===== src/include/adc_mux_map.svh =====
// register offsets, field positions, reset values and timing counts
// Functional notes
// converter result is a read-only data source
// start bit 0001 begins a conversion
// done flag sets when conversion finishes
// code 1000 clears flag, 1001 clears and starts
// done flag drives interrupt request, status bit 12
// host saves counter at 52, resumes 53
// flag low for bit period times width
// host waits 8us settling after input switch
// conversion time per variant from table
// host allows per-variant input settling before start
// unipolar result left-justified, msb at bit 15
// channel register readable and writable
// multiplexer has no functions or status flags
// multiplexer settles within 1us of write
// 8, 16, 24 or 32 channels fitted
// 5-bit channel register wraps modulo 32
// host never selects unfitted channel
// flag and request hold until clear command
// bipolar result two's complement, sign bit 15
// sense reports flag or inverse, no change
`ifndef ADC_MUX_MAP_SVH
`define ADC_MUX_MAP_SVH
`define OFS_CMD        8'h00
`define OFS_STATUS     8'h04
`define OFS_RESULT     8'h08
`define OFS_CHAN       8'h0C
`define OFS_SENSE      8'h10
`define OFS_CHAN_INC   8'h14
`define OFS_IDENT      8'h18
`define CMD_START_BIT  0
`define CMD_CLEAR_BIT  3
`define ST_DONE_BIT    0
`define ST_BUSY_BIT    1
`define ST_MUXOK_BIT   2
`define ST_INOK_BIT    3
`define SENSE_INV_BIT  0
`define CHAN_RST       5'h00
`define ADC_ADDR_DEF   8'h41
`define MUX_ADDR_DEF   8'h40
`define IRQ_BIT_DEF    4'hC
`define CLK_MHZ        40
`define NS_TO_CYC(ns)  (((ns) * `CLK_MHZ + 999) / 1000)
`define MUX_SETTLE_NS  1000
`define MUX_SETTLE_CYC `NS_TO_CYC(`MUX_SETTLE_NS)
`define CONV_8H_NS     4000
`define CONV_8L_NS     10400
`define CONV_10H_NS    7500
`define CONV_10L_NS    13000
`define CONV_12H_NS    9000
`define CONV_12L_NS    15600
`define SETL_8H_NS     2100
`define SETL_8L_NS     4100
`define SETL_HI_NS     6000
`define SETL_LO_NS     8000
`endif


===== src/include/adc_mux_pkg.sv =====
// shared types of the converter and multiplexer block
package adc_mux_pkg;
	typedef enum logic [1:0] {SEQ_IDLE, SEQ_TRIAL, SEQ_DONE} seq_state_t;
	typedef logic [4:0]  chan_t;
	typedef logic [15:0] word_t;
	typedef logic [31:0] wb_data_t;
endpackage


===== src/include/conv_if.sv =====
// control link between the bus side and the approximation sequencer
`timescale 1ns/10ps
interface conv_if #(parameter int W = 10);
	logic         start;
	logic         comp;
	logic         busy;
	logic         done;
	logic [W-1:0] code;
	logic [W-1:0] guess;
	modport ctrl (output start, output comp, input busy, input done,
		input code, input guess);
	modport seq (input start, input comp, output busy, output done,
		output code, output guess);
endinterface


===== src/adc_sar_seq.sv =====
// successive-approximation bit sequencer driven by a comparator level
`timescale 1ns/10ps
module adc_sar_seq #(
	parameter int W       = 10,
	parameter int BIT_CYC = 52
) (
	input  wire logic clk_i,
	input  wire logic rst_i,
	conv_if.seq       cv
);
	import adc_mux_pkg::*;
	localparam int            CW        = $clog2(BIT_CYC + 1);
	localparam int            IW        = $clog2(W);
	localparam logic [CW-1:0] TICK_LAST = CW'(BIT_CYC - 1);
	localparam logic [IW-1:0] IDX_TOP   = IW'(W - 1);
	localparam logic [W-1:0]  FIRST     = {1'b1, {(W-1){1'b0}}};

	// the comparator arrives through two flops, so a bit needs three cycles
	if (W < 2 || BIT_CYC < 3) begin : bad_cfg
		$error("sequencer needs two bits and three cycles per bit");
	end

	seq_state_t    state_r;
	logic [CW-1:0] tick_r;
	logic [IW-1:0] idx_r;
	logic [W-1:0]  sar_r;
	logic [W-1:0]  code_r;
	logic          bit_end;
	logic          take;

	assign take    = (state_r == SEQ_IDLE) && cv.start;
	assign bit_end = (state_r == SEQ_TRIAL) && (tick_r == '0);

	// every bit trial lasts BIT_CYC cycles
	always_ff @(posedge clk_i) begin
		if (rst_i) begin
			state_r <= SEQ_IDLE;
			tick_r  <= '0;
			idx_r   <= '0;
		end else begin
			unique case (state_r)
				SEQ_IDLE: begin
					if (take) begin
						state_r <= SEQ_TRIAL;
						tick_r  <= TICK_LAST;
						idx_r   <= IDX_TOP;
					end
				end
				SEQ_TRIAL: begin
					if (bit_end) begin
						tick_r <= TICK_LAST;
						idx_r  <= idx_r - 1'b1;
						if (idx_r == '0)
							state_r <= SEQ_DONE;
					end else
						tick_r <= tick_r - 1'b1;
				end
				SEQ_DONE: state_r <= SEQ_IDLE;
				default:  state_r <= SEQ_IDLE;
			endcase
		end
	end

	// comparator high means the guess is not above the input: keep the bit
	always_ff @(posedge clk_i) begin
		if (rst_i)
			sar_r <= '0;
		else if (take)
			sar_r <= FIRST;
		else if (bit_end) begin
			if (!cv.comp)
				sar_r[idx_r] <= 1'b0;
			if (idx_r != '0)
				sar_r[idx_r - 1'b1] <= 1'b1;
		end
	end

	always_ff @(posedge clk_i) begin
		if (rst_i)
			code_r <= '0;
		else if (bit_end && idx_r == '0)
			code_r <= {sar_r[W-1:1], sar_r[0] & cv.comp};
	end

	assign cv.busy  = (state_r != SEQ_IDLE);
	assign cv.done  = (state_r == SEQ_DONE);
	assign cv.code  = code_r;
	assign cv.guess = sar_r;
endmodule


===== src/adc_mux_operator.sv =====
// converter and channel multiplexer control behind a wishbone slave
//
// Implementation choices: the register addresses and the Wishbone slave port.
`timescale 1ns/10ps
`include "adc_mux_map.svh"
module adc_mux_operator #(
	parameter int         RES_BITS     = 10,
	parameter bit         HIGH_SPEED   = 1'b0,
	parameter bit         BIPOLAR      = 1'b0,
	parameter int         MUX_CHANNELS = 32,
	parameter logic [7:0] ADC_SYS_ADDR = `ADC_ADDR_DEF,
	parameter logic [7:0] MUX_SYS_ADDR = `MUX_ADDR_DEF,
	parameter logic [3:0] IRQ_BIT      = `IRQ_BIT_DEF
) (
	input  wire logic                  clk_i,
	input  wire logic                  rst_i,
	input  wire logic                  wb_cyc_i,
	input  wire logic                  wb_stb_i,
	input  wire logic                  wb_we_i,
	input  wire logic [7:0]            wb_adr_i,
	input  wire logic [3:0]            wb_sel_i,
	input  wire adc_mux_pkg::wb_data_t wb_dat_i,
	output adc_mux_pkg::wb_data_t      wb_dat_o,
	output logic                       wb_ack_o,
	input  wire logic                  comp_i,
	output logic [RES_BITS-1:0]        dac_guess_o,
	output adc_mux_pkg::chan_t         mux_chan_o,
	output logic [MUX_CHANNELS-1:0]    mux_switch_o,
	output logic                       mux_settled_o,
	output logic                       conversion_done_flag_o,
	output logic                       irq_o,
	output adc_mux_pkg::word_t         isr_request_o
);
	import adc_mux_pkg::*;

	function automatic int variant_ns(input int bits, input bit hs,
		input bit settle);
		int ns;
		ns = 0;
		if (settle) begin
			if (bits == 8)
				ns = hs ? `SETL_8H_NS : `SETL_8L_NS;
			else
				ns = hs ? `SETL_HI_NS : `SETL_LO_NS;
		end else begin
			if (bits == 8)
				ns = hs ? `CONV_8H_NS : `CONV_8L_NS;
			else if (bits == 10)
				ns = hs ? `CONV_10H_NS : `CONV_10L_NS;
			else
				ns = hs ? `CONV_12H_NS : `CONV_12L_NS;
		end
		return ns;
	endfunction

	function automatic logic hit(input logic [7:0] adr,
		input logic [7:0] ofs);
		return adr[7:2] == ofs[7:2];
	endfunction


	localparam int CONV_NS    = variant_ns(RES_BITS, HIGH_SPEED, 1'b0);
	localparam int SETTLE_NS  = variant_ns(RES_BITS, HIGH_SPEED, 1'b1);
	localparam int CONV_CYC   = `NS_TO_CYC(CONV_NS);
	localparam int BIT_CYC    = CONV_CYC / RES_BITS;
	localparam int SETTLE_CYC = `NS_TO_CYC(SETTLE_NS);
	localparam int MSW        = $clog2(`MUX_SETTLE_CYC + 1);
	localparam int ISW        = $clog2(SETTLE_CYC + 1);
	localparam logic [MSW-1:0] MUX_LOAD = MSW'(`MUX_SETTLE_CYC);
	localparam logic [ISW-1:0] IN_LOAD  = ISW'(SETTLE_CYC);
	localparam int PAD = 16 - RES_BITS;


	if (!(RES_BITS == 8 || RES_BITS == 10 || RES_BITS == 12) ||
		!(MUX_CHANNELS == 8 || MUX_CHANNELS == 16 ||
		MUX_CHANNELS == 24 || MUX_CHANNELS == 32)) begin : bad_cfg
		$error("unsupported resolution or channel count");
	end

	conv_if #(.W(RES_BITS)) cv ();

	adc_sar_seq #(
		.W       (RES_BITS),
		.BIT_CYC (BIT_CYC)
	) u_seq (
		.clk_i (clk_i),
		.rst_i (rst_i),
		.cv    (cv.seq)
	);

	logic           ack_r;
	wb_data_t       rd_r;
	logic           comp_meta_r;
	logic           comp_sync_r;
	logic           done_flag_r;
	logic           sense_inv_r;
	word_t          result_r;
	chan_t          chan_r;
	chan_t          chan_nxt;
	logic [MSW-1:0] mux_cnt_r;
	logic [ISW-1:0] in_cnt_r;
	logic           irq_r;
	word_t          isr_r;
	logic           wr_go;
	logic           rd_req;
	logic           cmd_wr;
	logic           clr_cmd;
	logic           start_go;
	logic           chan_wr;
	logic           chan_inc;
	logic           skip;
	wb_data_t       rd_nxt;
	logic [RES_BITS-1:0] code_x;

	// one wait state: ack in the cycle after the request appears
	always_ff @(posedge clk_i) begin
		if (rst_i)
			ack_r <= 1'b0;
		else
			ack_r <= wb_cyc_i && wb_stb_i && !ack_r;
	end

	// writes land on the edge where the master sees ack
	assign wr_go    = wb_cyc_i && wb_stb_i && wb_we_i && ack_r &&
		wb_sel_i[0];
	assign rd_req   = wb_cyc_i && wb_stb_i && !wb_we_i && !ack_r;
	assign cmd_wr   = wr_go && hit(wb_adr_i, `OFS_CMD);
	assign clr_cmd  = cmd_wr && wb_dat_i[`CMD_CLEAR_BIT];
	// a start while busy is dropped; the running conversion completes
	assign start_go = cmd_wr && wb_dat_i[`CMD_START_BIT] &&
		!cv.busy;

	assign chan_wr  = wr_go && hit(wb_adr_i, `OFS_CHAN);
	assign chan_inc = wr_go && hit(wb_adr_i, `OFS_CHAN_INC);
	assign skip     = done_flag_r ^ sense_inv_r;

	assign cv.start = start_go;
	assign cv.comp  = comp_sync_r;

	// comparator is an analog pin: two flops before the sequencer
	always_ff @(posedge clk_i) begin
		if (rst_i) begin
			comp_meta_r <= 1'b0;
			comp_sync_r <= 1'b0;
		end else begin
			comp_meta_r <= comp_i;
			comp_sync_r <= comp_meta_r;
		end
	end

	// the done event wins over a clear in the same cycle
	always_ff @(posedge clk_i) begin
		if (rst_i)
			done_flag_r <= 1'b0;
		else if (cv.done)
			done_flag_r <= 1'b1;
		else if (clr_cmd)
			done_flag_r <= 1'b0;
	end

	always_ff @(posedge clk_i) begin
		if (rst_i)
			sense_inv_r <= 1'b0;
		else if (wr_go && hit(wb_adr_i, `OFS_SENSE))
			sense_inv_r <= wb_dat_i[`SENSE_INV_BIT];
	end

	// bipolar codes come offset binary; flipping the msb gives the sign
	assign code_x = cv.code ^ {BIPOLAR, {(RES_BITS-1){1'b0}}};

	// result only changes at completion; bus writes never reach it
	always_ff @(posedge clk_i) begin
		if (rst_i)
			result_r <= '0;
		else if (cv.done)
			result_r <= {code_x, {PAD{1'b0}}};
	end

	always_comb begin
		chan_nxt = chan_r;
		if (chan_wr)
			chan_nxt = wb_dat_i[4:0];
		else if (chan_inc)
			chan_nxt = chan_r + 5'h01;
	end

	always_ff @(posedge clk_i) begin
		if (rst_i)
			chan_r <= `CHAN_RST;
		else
			chan_r <= chan_nxt;
	end

	// only fitted channels get a switch; higher codes leave the input open
	for (genvar g = 0; g < MUX_CHANNELS; g++) begin : sw
		always_ff @(posedge clk_i) begin
			if (rst_i)
				mux_switch_o[g] <= 1'b0;
			else
				mux_switch_o[g] <= (chan_nxt == 5'(g));
		end
	end

	// switch settle and converter front-end settle after a channel change
	always_ff @(posedge clk_i) begin
		if (rst_i)
			mux_cnt_r <= '0;
		else if (chan_wr || chan_inc)
			mux_cnt_r <= MUX_LOAD;
		else if (mux_cnt_r != '0)
			mux_cnt_r <= mux_cnt_r - 1'b1;
	end

	always_ff @(posedge clk_i) begin
		if (rst_i)
			in_cnt_r <= '0;
		else if (chan_wr || chan_inc)
			in_cnt_r <= IN_LOAD;
		else if (in_cnt_r != '0)
			in_cnt_r <= in_cnt_r - 1'b1;
	end

	// the request holds as long as the flag does
	always_ff @(posedge clk_i) begin
		if (rst_i) begin
			irq_r <= 1'b0;
			isr_r <= '0;
		end else begin
			irq_r <= done_flag_r;
			isr_r <= done_flag_r ? (16'h0001 << IRQ_BIT) : 16'h0000;
		end
	end

	always_comb begin
		rd_nxt = '0;
		if (hit(wb_adr_i, `OFS_STATUS)) begin
			rd_nxt[`ST_DONE_BIT]  = done_flag_r;
			rd_nxt[`ST_BUSY_BIT]  = cv.busy;
			rd_nxt[`ST_MUXOK_BIT] = (mux_cnt_r == '0);
			rd_nxt[`ST_INOK_BIT]  = (in_cnt_r == '0);
		end else if (hit(wb_adr_i, `OFS_RESULT))
			rd_nxt = {16'h0000, result_r};
		else if (hit(wb_adr_i, `OFS_CHAN))
			rd_nxt = {27'h0000000, chan_r};
		else if (hit(wb_adr_i, `OFS_SENSE))
			rd_nxt[0] = skip;
		else if (hit(wb_adr_i, `OFS_IDENT))
			rd_nxt = {12'h000, IRQ_BIT, MUX_SYS_ADDR, ADC_SYS_ADDR};
	end

	always_ff @(posedge clk_i) begin
		if (rst_i)
			rd_r <= '0;
		else if (rd_req)
			rd_r <= rd_nxt;
	end

	assign wb_ack_o               = ack_r;
	assign wb_dat_o               = rd_r;
	assign dac_guess_o            = cv.guess;
	assign mux_chan_o             = chan_r;
	assign mux_settled_o          = (mux_cnt_r == '0);
	assign conversion_done_flag_o = done_flag_r;
	assign irq_o                  = irq_r;
	assign isr_request_o          = isr_r;

	// helper: cycles spent busy since the last start
	logic [9:0] busy_cnt_r;
	always_ff @(posedge clk_i) begin
		if (rst_i || start_go)
			busy_cnt_r <= '0;
		else if (cv.busy)
			busy_cnt_r <= busy_cnt_r + 10'h001;
	end
endmodule


===== config.mk =====
export PLATFORM = sky130hd
export DESIGN_NAME = adc_mux_operator
export DESIGN_NICKNAME = d
export VERILOG_FILES = /design/src/include/adc_mux_pkg.sv /design/src/include/conv_if.sv /design/src/adc_sar_seq.sv /design/src/adc_mux_operator.sv
export VERILOG_INCLUDE_DIRS = /design/src /design/src/include
export SDC_FILE = /design/constraint.sdc
export NUM_CORES = 1
export LEC_CHECK = 0
export ABC_CLOCK_PERIOD_IN_PS = 2500
export BUFFER_PORTS_ARGS = -buffer_cell sky130_fd_sc_hd__buf_2
export CELL_PAD_IN_SITES_DETAIL_PLACEMENT = 1
export CELL_PAD_IN_SITES_GLOBAL_PLACEMENT = 2
export CORE_UTILIZATION = 26
export CTS_CLUSTER_SIZE = 28
export DETAILED_ROUTE_END_ITERATION = 7
export PLACE_DENSITY = 0.77
export SLEW_MARGIN = 0
export SYNTH_ARGS = -nofsm -noshare
export SYNTH_HDL_FRONTEND = slang
export SYNTH_SLANG_ARGS = --single-unit

===== constraint.sdc =====
create_clock -name clk_i -period 2.5 [get_ports clk_i]
set_input_delay 0.5 -clock clk_i [delete_from_list [all_inputs] [get_ports clk_i]]
set_output_delay 0.5 -clock clk_i [all_outputs]
set_load 0.03 [all_outputs]

# [Word level (Yosys, flattened, before mapping)]
# Index checks and enable logic that the tools add are counted.
[word_totals] ff_bits=148 output_inout_bits=99 wordCells=189
[classes] add_sub_neg=5 order_cmp=4 eq_ne=42 mux=37 n_bitwise=5 n_reduce_logical=44
[ops] operator="5-bit == test, second input constant" n=16
[ops] operator="10-bit two-way mux" n=7
[ops] operator="32-bit two-way mux" n=2
[ops] operator="5-bit by 4-bit == test with 1-bit output, second input constant" n=8
[ops] operator="28-bit two-way mux" n=1
[ops] operator="6-bit two-way mux" n=4
[ops] operator="5-bit by 3-bit == test with 1-bit output, second input constant" n=4
[ops] operator="20-bit two-way mux" n=1
[ops] operator="1-bit logical AND" n=19
[ops] operator="19-bit two-way mux" n=1
[ops] operator="6-bit by 3-bit == test with 1-bit output, second input constant" n=3
[ops] operator="6-bit logical NOT" n=3
[ops] operator="9-bit two-way mux" n=2
[ops] operator="13-bit two-way mux" n=1
[ops] operator="6-bit by 2-bit == test with 1-bit output, second input constant" n=2
[ops] operator="4-bit two-way mux" n=3
[ops] operator="6-bit case mux with 2 select lines" n=1
[ops] operator="2-bit nonzero test" n=6
[ops] operator="6-bit by 1-bit subtractor with 6-bit output, second input constant" n=2
[ops] operator="10-bit bitwise AND" n=1
[ops] operator="5-bit by 2-bit == test with 1-bit output, second input constant" n=2
[ops] operator="4-bit by 5-bit < comparator with 1-bit output, second input constant" n=2
[ops] operator="5-bit two-way mux" n=2
[ops] operator="10-bit NOT" n=1
[ops] operator="30 further kinds" n=43

# [Longest topological paths before layout]
# Gate-level depths: netlist of run 1.
[depth] depth_word=14 depth_mapped=8 depth_no_buf=7

# [Hierarchy]
# From an unflattened synthesis of run 1, not the netlist that was laid out.
[hier_totals] hier_cells=563 hier_area_um2=5275.1
[modules_own_cells] mod="adc_mux_operator" instances=1 cells_per_inst=382 area_per_inst_um2=3632.2 seq_area_each_um2=1681.6
[modules_own_cells] mod="adc_sar_seq" instances=1 cells_per_inst=181 area_per_inst_um2=1642.8 seq_area_each_um2=640.6

# [Least setup slack after synthesis of run 1]
# No wires, ideal clock.
[synth_path] kind="input-to-reg" startpoint="input port wb_adr_i[5]" endpoint="register mux_switch_o[16]" setup_time_ps=66 arrival_ps=2379 t_required_ps=2434 setup_slack_ps=55 stages=8 path_cell_list="or4b_1 -> buf_2 -> or3_4 -> a21oi_2 -> o22ai_2 -> or3b_1 -> buf_2 -> nor2_1"
[synth_between] elab_chain_cells=5 elab_cells_between_ends=7
[synth_lines] item="from (decl)" line="adc_mux_operator.sv:20" text="input wire logic [7:0] wb_adr_i,"
[synth_lines] item="6-bit by 3-bit == test with 1-bit output" line="adc_mux_operator.sv:58" text="return adr[7:2] == ofs[7:2];"
[synth_lines] item="1-bit logical AND" line="adc_mux_operator.sv:134" text="assign chan_inc = wr_go && hit(wb_adr_i, `OFS_CHAN_INC);"
[synth_lines] item="5-bit two-way mux" line="adc_mux_operator.sv:183" text="else if (chan_inc)"
[synth_lines] item="5-bit two-way mux (*)" line="adc_mux_operator.sv:181" text="if (chan_wr)"
[synth_lines] item="5-bit == test (*)" line="adc_mux_operator.sv:200" text="mux_switch_o[g] <= (chan_nxt == 5'(g));"
[synth_lines] item="to (signal, indexed assignment)" line="adc_mux_operator.sv:200"
[synth_lines] item="to (decl)" line="adc_mux_operator.sv:28" text="output logic [MUX_CHANNELS-1:0] mux_switch_o,"
# Every way passes the cells marked *; elsewhere a longest branch is shown, timed or not.
# A chain may end at the register's enable or synchronous reset.

# [Worst setup path in the final report of run 1]
[layout_path] startpoint="register chan_r[0] (netlist: mux_chan_o[0])" endpoint="register mux_switch_o[15]"
[layout_between] elab_chain_cells=4
[layout_lines] item="from (decl)" line="adc_mux_operator.sv:98" text="chan_t chan_r;"
[layout_lines] item="from (signal assigned)" line="adc_mux_operator.sv:189" text="chan_r <= `CHAN_RST;"
[layout_lines] item="from (signal assigned)" line="adc_mux_operator.sv:191" text="chan_r <= chan_nxt;"
[layout_lines] item="5-bit by 1-bit adder with 5-bit output" line="adc_mux_operator.sv:184" text="chan_nxt = chan_r + 5'h01;"
[layout_lines] item="5-bit two-way mux (*)" line="adc_mux_operator.sv:183"
[layout_lines] item="5-bit two-way mux (*)" line="adc_mux_operator.sv:181"
[layout_lines] item="5-bit by 4-bit == test with 1-bit output (*)" line="adc_mux_operator.sv:200"
# Marks and branches as above.

==> impl_metrics.yaml, run 1 <==
outcome:
  result_of_the_run: "complete, no violations"
clocking:
  clockBufferDepth: 2
  cts-buffers-inserted: 17
  path_clk_slew_ns: 0.06
  cts-htree-levels: 4
  cts_setup_buffers: 0
  cts_sink_cnt: 116
  clk_latency_ns: 0.41
  root_buffer: "sky130_fd_sc_hd__clkbuf_16"
  tritoncts: "yes"
power:
  power.ir.vdd_worst_uv: 506.6
  power-per-cell-area_mw_per_mm2: 823.7
  design_power_total_w: 0.005371
  power.static_leakage_nw: 2.673
worst_setup_path:
  cp_max_fo: 7
  worst_ep_required_time_ns: 2.84
  cp_cell_sequence: "ha_1 -> and3b_1 -> and2_1 -> a21oi_1 -> o32ai_1 -> or3b_2 -> nor2_1"
  slowest_delay_ns: 0.55
  crit_arrival_ns: 2.64
  critPathSlowestCell: "sky130_fd_sc_hd__or3b_2"
  critPathLaunchType: "register"
  critPathCaptureType: "register"
  worst-setup-path-type: "reg2reg"
synthesis:
  yosys.area_share.adder: 0.02735
  largest_family_of_logic_cells_by_synthesized_area: "simple AND/OR/NAND/NOR gates"
  yosys_register_bits: 116
  synth-compound-area-share: 0.1472
  netlist-cell-type-count: 63
  syn_area_per_cell_um2: 8.304
  synthesis.yosys.warnings: 0
  synth_edf_count: 0
  synthMuxAreaShare: 0.004227
  post_synth_xor_area_fraction: 0.02089
  synthCells: 606
  ys_seq_area_frac: 0.4615
  synth_simple_gate_area_share: 0.2563
  ys.flop_type: "sky130_fd_sc_hd__dfxtp_1"
  synthesis.area_mm2: 0.005032
  synth-async-reset-ratio: 0
place:
  portBuffers: 86
  gp_congestion: 0.8730
  postPlaceCellArea_mm2: 0.005857
  place.detailed.hpwl_um: 10760
final_layout:
  fillers: 2287
  final_net_count: 782
  synthToLayoutAreaGrowth_pct: 29.59
  multi_input_comb_area_mm2: 0.002412
  area.sequential_mm2: 0.002322
  final_cell_area_mm2: 0.006521
  drive_gt1_frac: 0.2330
route:
  wl_per_cell_um: 14.48
  drt_iter0_markers: 175
  drt_pre_antenna_iters: 4
  wl_final_um: 14430
  antenna_violating_nets_post_route: 0
  drcViolationCount: 0
  dr_total_vias: 4563
  routed_via_density: 4.581
sta:
  final-setup-viol-count: 0
  min_period_over_period: 0.9194
  worst_slew_margin_rel: 0.4911
  rsz_0062_raised_after_global_routing: "no"
  final.setup_skew_ns: 0.008869
  min_period_ns: 2.299
  clock.fmax_ghz: 0.4350
  setup_tns_ns: 0
  report.final.slew_viol_count: 0
  timing_worst_slew_pin_value_ns: 0.7618
  timing.final.hold_violations: 0
global_route:
  grt_antenna_before_repair: 2
  grt_max_degree: 35
  vias_in_the_first_global_route: 4735
  grt_overflow_total: 0
  grt_pass1_wl_um: 23900
  grt_use_total: 0.1534
min_path:
  class_of_the_worst_hold_path: "in2reg"
die:
  row_count: 50
  die-width_um: 141.1
  initial_core_util: 0.2672
  design.portCount: 149
  die_area_mm2: 0.01991
  core_mm2: 0.01883
  floorplan.die.height_um: 141.1
job:
  max_cap_viol_count: 0
## per-layer routing
metal | part of all wire | global-route usage | up-vias
li1 | - | - | 2262
met1 | 0.44 | 0.1739 | 2199
met2 | 0.51 | 0.2694 | 78
met3 | 0.030 | 0.03770 | 24
met4 | 0.018 | 0.07265 | 0
met5 | 0 | 0 | -
## placed cells by master, fill, tap and decap left out, drive strengths merged, types with 11 or more instances in the layout
cell type and count:
a21oi 56, a22oi 14, buf 128, clkbuf 17, conb 30, dfxtp 116
ha 11, inv 17, nand2 69, nand2b 13, nand3 12, nor2 85
nor3 27, o21ai 24
## final cells by class
| class | count | share of cell area |
|---|---|---|
| clock buffer | 17 | 0.06523 |
| sequential | 116 | 0.3561 |
| multi-input combinational | 443 | 0.3699 |
| tap | 260 | 0.04988 |
| timing repair buffer | 128 | 0.1144 |
| antenna | 2 | 0.0007675 |
| inverter | 15 | 0.008634 |
| clock inverter | 15 | 0.03511 |
## kinds of logic (layout without fill, tap and decap cells)
kind of cell,count (synthesis),count (layout)
multiplexers,2,2
AND/OR/NAND/NOR,266,266
other,1,32
XOR/XNOR,12,12
AO/OA/AOI/OAI,122,122
adder cells (fa/ha/maj),11,11
flip-flops,116,116
buffers and inverters,76,175
## critical path: cells and delay by family, from the launching register on
kind | cells | cell delay (ns)
adder cells (fa/ha/maj) | 1 | 0.28
AO/OA/AOI/OAI | 2 | 0.46
flip-flops | 1 | 0.47
AND/OR/NAND/NOR | 4 | 1.03
## state kept, by name (all words and copies together) (netlist names), 2 cells and up
signal / flops
u_seq.cv.code: 10
mux_chan_o: 5
u_seq.state_r: 2
u_seq.cv.guess: 10
mux_cnt_r: 6
wb_dat_o: 16
mux_switch_o: 32
result_r: 10
in_cnt_r: 9
u_seq.tick_r: 6
u_seq.idx_r: 4
## synth_stat cells, types with 7 or more instances
library cell               count  area share
sky130_fd_sc_hd__nand2_1      68       0.051
sky130_fd_sc_hd__a22oi_1      14       0.021
sky130_fd_sc_hd__or3_1         8      0.0099
sky130_fd_sc_hd__ha_1         11       0.027
sky130_fd_sc_hd__clkbuf_1     23       0.017
sky130_fd_sc_hd__nor3_1       26       0.026
sky130_fd_sc_hd__inv_1        15       0.011
sky130_fd_sc_hd__xnor2_1       9       0.016
sky130_fd_sc_hd__nor2b_1       9       0.011
sky130_fd_sc_hd__a21oi_1      55       0.055
sky130_fd_sc_hd__nor2_1       85       0.063
sky130_fd_sc_hd__dfxtp_1     116        0.46
sky130_fd_sc_hd__nand3_1      12       0.012
sky130_fd_sc_hd__o21ai_0      24       0.024
sky130_fd_sc_hd__nand2b_1     13       0.016
sky130_fd_sc_hd__buf_4        32       0.048
sky130_fd_sc_hd__nor4_1        7      0.0087
## worst paths after layout
check / from / end / slack (ns) / cells past startpoint
worst max-delay path: mux_chan_o[0] / mux_switch_o[15] / 0.20 / 7
worst min-delay path: comp_i / comp_meta_r / 0.31 / 2
worst max register to register: mux_chan_o[0] / mux_switch_o[15] / 0.20 / 7
worst min register to register: comp_meta_r / comp_sync_r / 0.44 / 1
## power by group
group / leakage, nW / switching (W) / total [W] / internal, W
sequential: 0.938 / 0.0000647 / 0.00200 / 0.00193
combinational: 1.43 / 0.000416 / 0.000690 / 0.000274
clock: 0.306 / 0.000909 / 0.00268 / 0.00177
total: 2.67 / 0.00139 / 0.00537 / 0.00398
## repair_timing
action                                 CTS  global route
setup endpoints to repair                0             4
endpoints found under the hold margin    0             0
gates resized for setup                  0             1
hold buffers                             0             0
## metrics by stage
| stage | util | hold WS [ns] | cells | setup slack [ns] |
|---|---|---|---|---|
| after floorplan | - | 0.4138 | 635 | 0.05456 |
| after global placement | 0.3110 | 0.4343 | 962 | -0.1116 |
| after detailed placement | 0.3110 | 0.4300 | 962 | -0.2484 |
| after CTS | 0.3458 | 0.2895 | 994 | 0.1732 |
| after global routing | 0.3463 | 0.2977 | 996 | 0.04638 |
| final | 0.3463 | 0.3054 | 996 | 0.2014 |
(Power assumes the default switching activity.)
==> run 2: changes to the inputs <==
--- a/config.mk
+++ b/config.mk
@@ -14,6 +14,7 @@
 export CTS_CLUSTER_SIZE = 28
 export DETAILED_ROUTE_END_ITERATION = 7
 export PLACE_DENSITY = 0.77
+export REMOVE_ABC_BUFFERS = 1
 export SLEW_MARGIN = 0
 export SYNTH_ARGS = -nofsm -noshare
 export SYNTH_HDL_FRONTEND = slang
==> impl_metrics.yaml, run 2 (synthesized netlist as in run 1, its figures left out) <==
global_route:
  grt_max_degree: 27
  grt_overflow_total: 0
  grt_pass1_wl_um: 23630
  vias_in_the_first_global_route: 4737
  grt_use_total: 0.1502
  grt_antenna_before_repair: 0
route:
  drt_pre_antenna_iters: 4
  drcViolationCount: 0
  wl_met1_um: 6423
  drt_iter0_markers: 168
  routed_via_density: 4.635
  wl_final_um: 14150
  wl_met3_um: 637
  route.met2.wl_um: 6897
  antenna_violating_nets_post_route: 0
  dr_total_vias: 4584
  routed.top_layer: "met4"
  wl_per_cell_um: 14.31
final_layout:
  insertedDiodeCount: 0
  layout.cells.most_common: "sky130_fd_sc_hd__dfxtp_1"
  synthToLayoutAreaGrowth_pct: 28.05
  layout.cells.most_common_list: "sky130_fd_sc_hd__dfxtp_1, sky130_fd_sc_hd__buf_2, sky130_fd_sc_hd__nor2_1, sky130_fd_sc_hd__nand2_1, sky130_fd_sc_hd__a21oi_1"
  final_cell_area_mm2: 0.006444
  largest_register_ff_count: 32
  top_register: "mux_switch_o"
  area.sequential_mm2: 0.002323
  final_net_count: 777
  layout.core_utilization: 0.3422
  drive_gt1_frac: 0.2277
  fillers: 2250
  multi_input_comb_area_mm2: 0.002407
power:
  power.ir.vdd_worst_uv: 459.9
  power.static_leakage_nw: 2.639
  design_power_total_w: 0.005246
  power-per-cell-area_mw_per_mm2: 814.2
clocking:
  tritoncts: "yes"
  cts-buffers-inserted: 17
  cts_setup_buffers: 0
  clk_latency_ns: 0.42
  root_buffer: "sky130_fd_sc_hd__clkbuf_16"
  cts_sink_cnt: 116
  clockBufferDepth: 2
  cts-htree-levels: 4
  path_clk_slew_ns: 0.06
die:
  row_count: 50
  die-width_um: 141.1
  design.portCount: 149
  die_area_mm2: 0.01991
  initial_core_util: 0.2672
  core_mm2: 0.01883
  floorplan.die.height_um: 141.1
worst_setup_path:
  r2r.worst_path.cells: 8
  critPathLaunchType: "input pin"
  slowest_delay_ns: 0.61
  worst_ep_required_time_ns: 2.83
  critPathSlowestCell: "sky130_fd_sc_hd__or4b_1"
  worst-setup-path-type: "in2reg"
  critPathCaptureType: "register"
  cp_cell_sequence: "buf_2 -> or4b_1 -> nor4_1 -> a31oi_1 -> a211oi_1 -> o21ai_0 -> buf_4 -> nor3_1"
  crit_arrival_ns: 2.61
  cp_max_fo: 4
place:
  place.detailed.hpwl_um: 10570
  portBuffers: 86
  postPlaceCellArea_mm2: 0.005819
  gp_congestion: 0.8399
sta:
  rsz_0062_raised_after_global_routing: "no"
  report.final.slew_viol_count: 0
  setup_tns_ns: 0
  timing.final.hold_violations: 0
  clock.fmax_ghz: 0.4393
  timing_worst_slew_pin_value_ns: 0.7483
  worst_slew_margin_rel: 0.5001
  min_period_over_period: 0.9105
  final.setup_skew_ns: 0.01180
  min_period_ns: 2.276
  fin_worst_hold_slack_ns: 0.2896
  final-setup-viol-count: 0
min_path:
  class_of_the_worst_hold_path: "in2reg"
  timing.hold.worst_path_depth: 2
outcome:
  result_of_the_run: "complete, no violations"
job:
  max_cap_viol_count: 0
[run 2: repair_timing]
item                       in CTS  in global routing
hold buffers                    0                  0
setup endpoints to repair       0                  2
resized for setup               0                  1
[run 2: final timing paths]
path / from / to / slack (ns)
setup reg to reg: mux_chan_o[0] / mux_switch_o[2] / 0.24
setup / recovery: wb_adr_i[5] / mux_switch_o[2] / 0.22
hold reg to reg: comp_meta_r / comp_sync_r / 0.43
hold / removal: comp_i / comp_meta_r / 0.29
[run 2: routing by layer]
layer,up-vias,track usage
li1,2252,-
met1,2194,0.1763
met2,118,0.2621
met3,20,0.03974
met4,0,0.05378
met5,-,0
[run 2: where the power goes]
group / switching [W] / leakage [nW] / internal (W)
Combinational: 0.000425 / 1.40 / 0.000271
Clock: 0.000918 / 0.297 / 0.00163
Sequential: 0.0000668 / 0.938 / 0.00193
Total: 0.00141 / 2.64 / 0.00384
[run 2: worst max-delay path: cells and delay by family]
kind,cells,cell delay [ns]
AOI/OAI and AO/OA,3,0.73
and+or+nand+nor,3,1.10
buffers and inverters,2,0.28
[run 2: area by class of cell]
class / count / share of cell area
Tap cell: 260 / 0.05049
Inverter: 15 / 0.008738
Clock buffer: 19 / 0.07029
Sequential cell: 116 / 0.3606
Clock inverter: 13 / 0.02641
Multi-Input combinational cell: 443 / 0.3736
Timing Repair Buffer: 123 / 0.1099
[run 2: stage by stage]
| stage | instances | worst slack [ns] |
|---|---|---|
| after floorplan | 574 | 0.06687 |
| final | 989 | 0.2237 |
| after CTS | 989 | 0.1456 |
| after global routing | 989 | 0.03131 |
| after global placement | 957 | -0.2176 |
| after detailed placement | 957 | -0.2487 |
==> run 3: changes to the inputs <==
--- a/config.mk
+++ b/config.mk
@@ -6,14 +6,14 @@
 export SDC_FILE = /design/constraint.sdc
 export NUM_CORES = 1
 export LEC_CHECK = 0
-export ABC_CLOCK_PERIOD_IN_PS = 2500
+export ABC_CLOCK_PERIOD_IN_PS = 2100
 export BUFFER_PORTS_ARGS = -buffer_cell sky130_fd_sc_hd__buf_2
 export CELL_PAD_IN_SITES_DETAIL_PLACEMENT = 1
 export CELL_PAD_IN_SITES_GLOBAL_PLACEMENT = 2
-export CORE_UTILIZATION = 26
+export CORE_UTILIZATION = 29
 export CTS_CLUSTER_SIZE = 28
 export DETAILED_ROUTE_END_ITERATION = 7
-export PLACE_DENSITY = 0.77
+export PLACE_DENSITY = 0.81
 export REMOVE_ABC_BUFFERS = 1
 export SLEW_MARGIN = 0
 export SYNTH_ARGS = -nofsm -noshare
==> constraint.sdc (replaced) <==
create_clock -name clk_i -period 2.1 [get_ports clk_i]
set_input_delay 0.42 -clock clk_i [delete_from_list [all_inputs] [get_ports clk_i]]
set_output_delay 0.42 -clock clk_i [all_outputs]
set_load 0.03 [all_outputs]
==> impl_metrics.yaml, run 3 (synthesized netlist as in run 1, its figures left out) <==
outcome:
  result_of_the_run: "complete, no violations"
min_path:
  class_of_the_worst_hold_path: "in2reg"
sta:
  final.setup_skew_ns: 0.008362
  timing_worst_slew_pin_value_ns: 0.6039
  final-setup-viol-count: 0
  timing.final.hold_violations: 0
  worst_slew_margin_rel: 0.5974
  min_period_ns: 2.038
  post_layout_worst_setup_margin_ns: 0.06182
  setup_tns_ns: 0
  min_period_over_period: 0.9706
  report.final.slew_viol_count: 0
  clock.fmax_ghz: 0.4906
route:
  drt_pre_antenna_iters: 4
  wl_final_um: 15160
  antenna_violating_nets_post_route: 0
  wl_per_cell_um: 15.47
  drcViolationCount: 0
  routed_via_density: 4.840
  drt_iter0_markers: 199
  dr_total_vias: 4743
final_layout:
  layout.cells.most_common_list: "sky130_fd_sc_hd__dfxtp_1, sky130_fd_sc_hd__buf_2, sky130_fd_sc_hd__nor2_1, sky130_fd_sc_hd__nand2_1, sky130_fd_sc_hd__buf_4"
  synthToLayoutAreaGrowth_pct: 34.49
  final_cell_area_mm2: 0.006768
  top_register: "mux_switch_o"
  drive_gt1_frac: 0.2882
  layout.core_utilization: 0.4038
  fillers: 2017
  layout.cells.most_common: "sky130_fd_sc_hd__dfxtp_1"
  insertedDiodeCount: 0
  largest_register_ff_count: 32
  final_net_count: 808
clocking:
  tritoncts: "yes"
  clk_latency_ns: 0.41
  cts-htree-levels: 4
  path_clk_slew_ns: 0.05
  root_buffer: "sky130_fd_sc_hd__clkbuf_16"
  cts-buffers-inserted: 17
  cts_sink_cnt: 116
  clockBufferDepth: 2
die:
  die_area_mm2: 0.01788
  design.portCount: 149
  floorplan.die.height_um: 133.7
  row_count: 47
  die-width_um: 133.7
  initial_core_util: 0.3003
  core_mm2: 0.01676
worst_setup_path:
  worst_ep_required_time_ns: 2.42
  critPathSlowestCell: "sky130_fd_sc_hd__or3_4"
  crit_arrival_ns: 2.36
  critPathLaunchType: "register"
  slowest_delay_ns: 0.49
  critPathCaptureType: "register"
  critPathTopFamily: "simple AND/OR/NAND/NOR gates"
  cp_max_fo: 8
  worst-setup-path-type: "reg2reg"
  cp_cell_sequence: "nand3b_1 -> or3_4 -> o22a_1 -> o22ai_4 -> nand2b_4 -> nor3_1"
  worstPathBufferInverterCount: 0
place:
  gp_congestion: 0.9033
  place.detailed.hpwl_um: 11320
  postPlaceCellArea_mm2: 0.006012
  portBuffers: 86
  dp_slack_ns: -0.5631
power:
  p_clk_frac: 0.465
  internal_power_w: 0.004404
  p_comb_frac: 0.146
  share_seq_of_total_power: 0.390
  switching_share: 0.2802
  power-per-cell-area_mw_per_mm2: 904.1
  power.switching_w: 0.001715
  power.static_leakage_nw: 2.844
  power.ir.vdd_worst_uv: 684.4
global_route:
  grt_overflow_total: 0
  grt_use_total: 0.1747
  grt_pass1_wl_um: 24830
  grt_max_degree: 27
  vias_in_the_first_global_route: 4924
  grt_antenna_before_repair: 0
job:
  max_cap_viol_count: 0
## run 3: cell types whose count changed in the layout (fill, tap and decap cells not counted), moves of 3 or more
cell	change
sky130_fd_sc_hd__nor3_2	+7
sky130_fd_sc_hd__buf_4	+27
sky130_fd_sc_hd__nor3_1	-7
sky130_fd_sc_hd__buf_6	+3
## run 3: power groups by stage
stage	Combinational [W]	Clock [W]	Sequential, W
final	0.000891	0.00284	0.00239
after global routing	0.000985	0.00300	0.00240
after CTS	0.000896	0.00290	0.00239
after detailed placement	0.000882	0	0.00243
after global placement	0.000822	0	0.00242
after floorplan	0.000592	0	0.00241
## run 3: what timing repair did
item                                    4_1_cts  5_1_grt
endpoints found under the hold margin         0        0
resized for setup                            10       26
pin swaps                                     0       10
endpoints found under the setup margin       30       30
buffers inserted                              0        2
hold buffers                                  0        0
## run 3: area by class of cell
cell class	count	area, um2	area share
multi-input combinational	443	2555	0.3775
sequential	116	2322	0.3431
timing repair buffer	154	979.7	0.1448
clock buffer	18	429.2	0.06341
tap	220	275.3	0.04067
clock inverter	14	150.1	0.02219
inverter	15	56.30	0.008319
## run 3: path summary, 6_finish.rpt
path | startpoint | end | slack (ns) | cells past startpoint
max | mux_chan_o[2] | mux_switch_o[14] | 0.06 | 6
min reg2reg | comp_meta_r | comp_sync_r | 0.44 | 1
max reg2reg | mux_chan_o[2] | mux_switch_o[14] | 0.06 | 6
min | comp_i | comp_meta_r | 0.22 | 2
## run 3: per-layer routing
| layer | GRT usage | wire length [um] | vias up |
|---|---|---|---|
| li1 | - | - | 2312 |
| met1 | 0.2039 | 6707 | 2289 |
| met2 | 0.3074 | 7553 | 115 |
| met3 | 0.03653 | 594 | 27 |
| met4 | 0.07386 | 309 | 0 |
| met5 | 0 | 0 | - |
## run 3: per-stage QoR
step,cells,total power [W],hold WS (ns)
global route,980,0.006384,0.2355
finish,980,0.006119,0.2181
detailed placement,946,0.003311,0.4304
floorplan,574,0.003003,0.4138
global placement,946,0.003239,0.4211
CTS,978,0.006182,0.2089
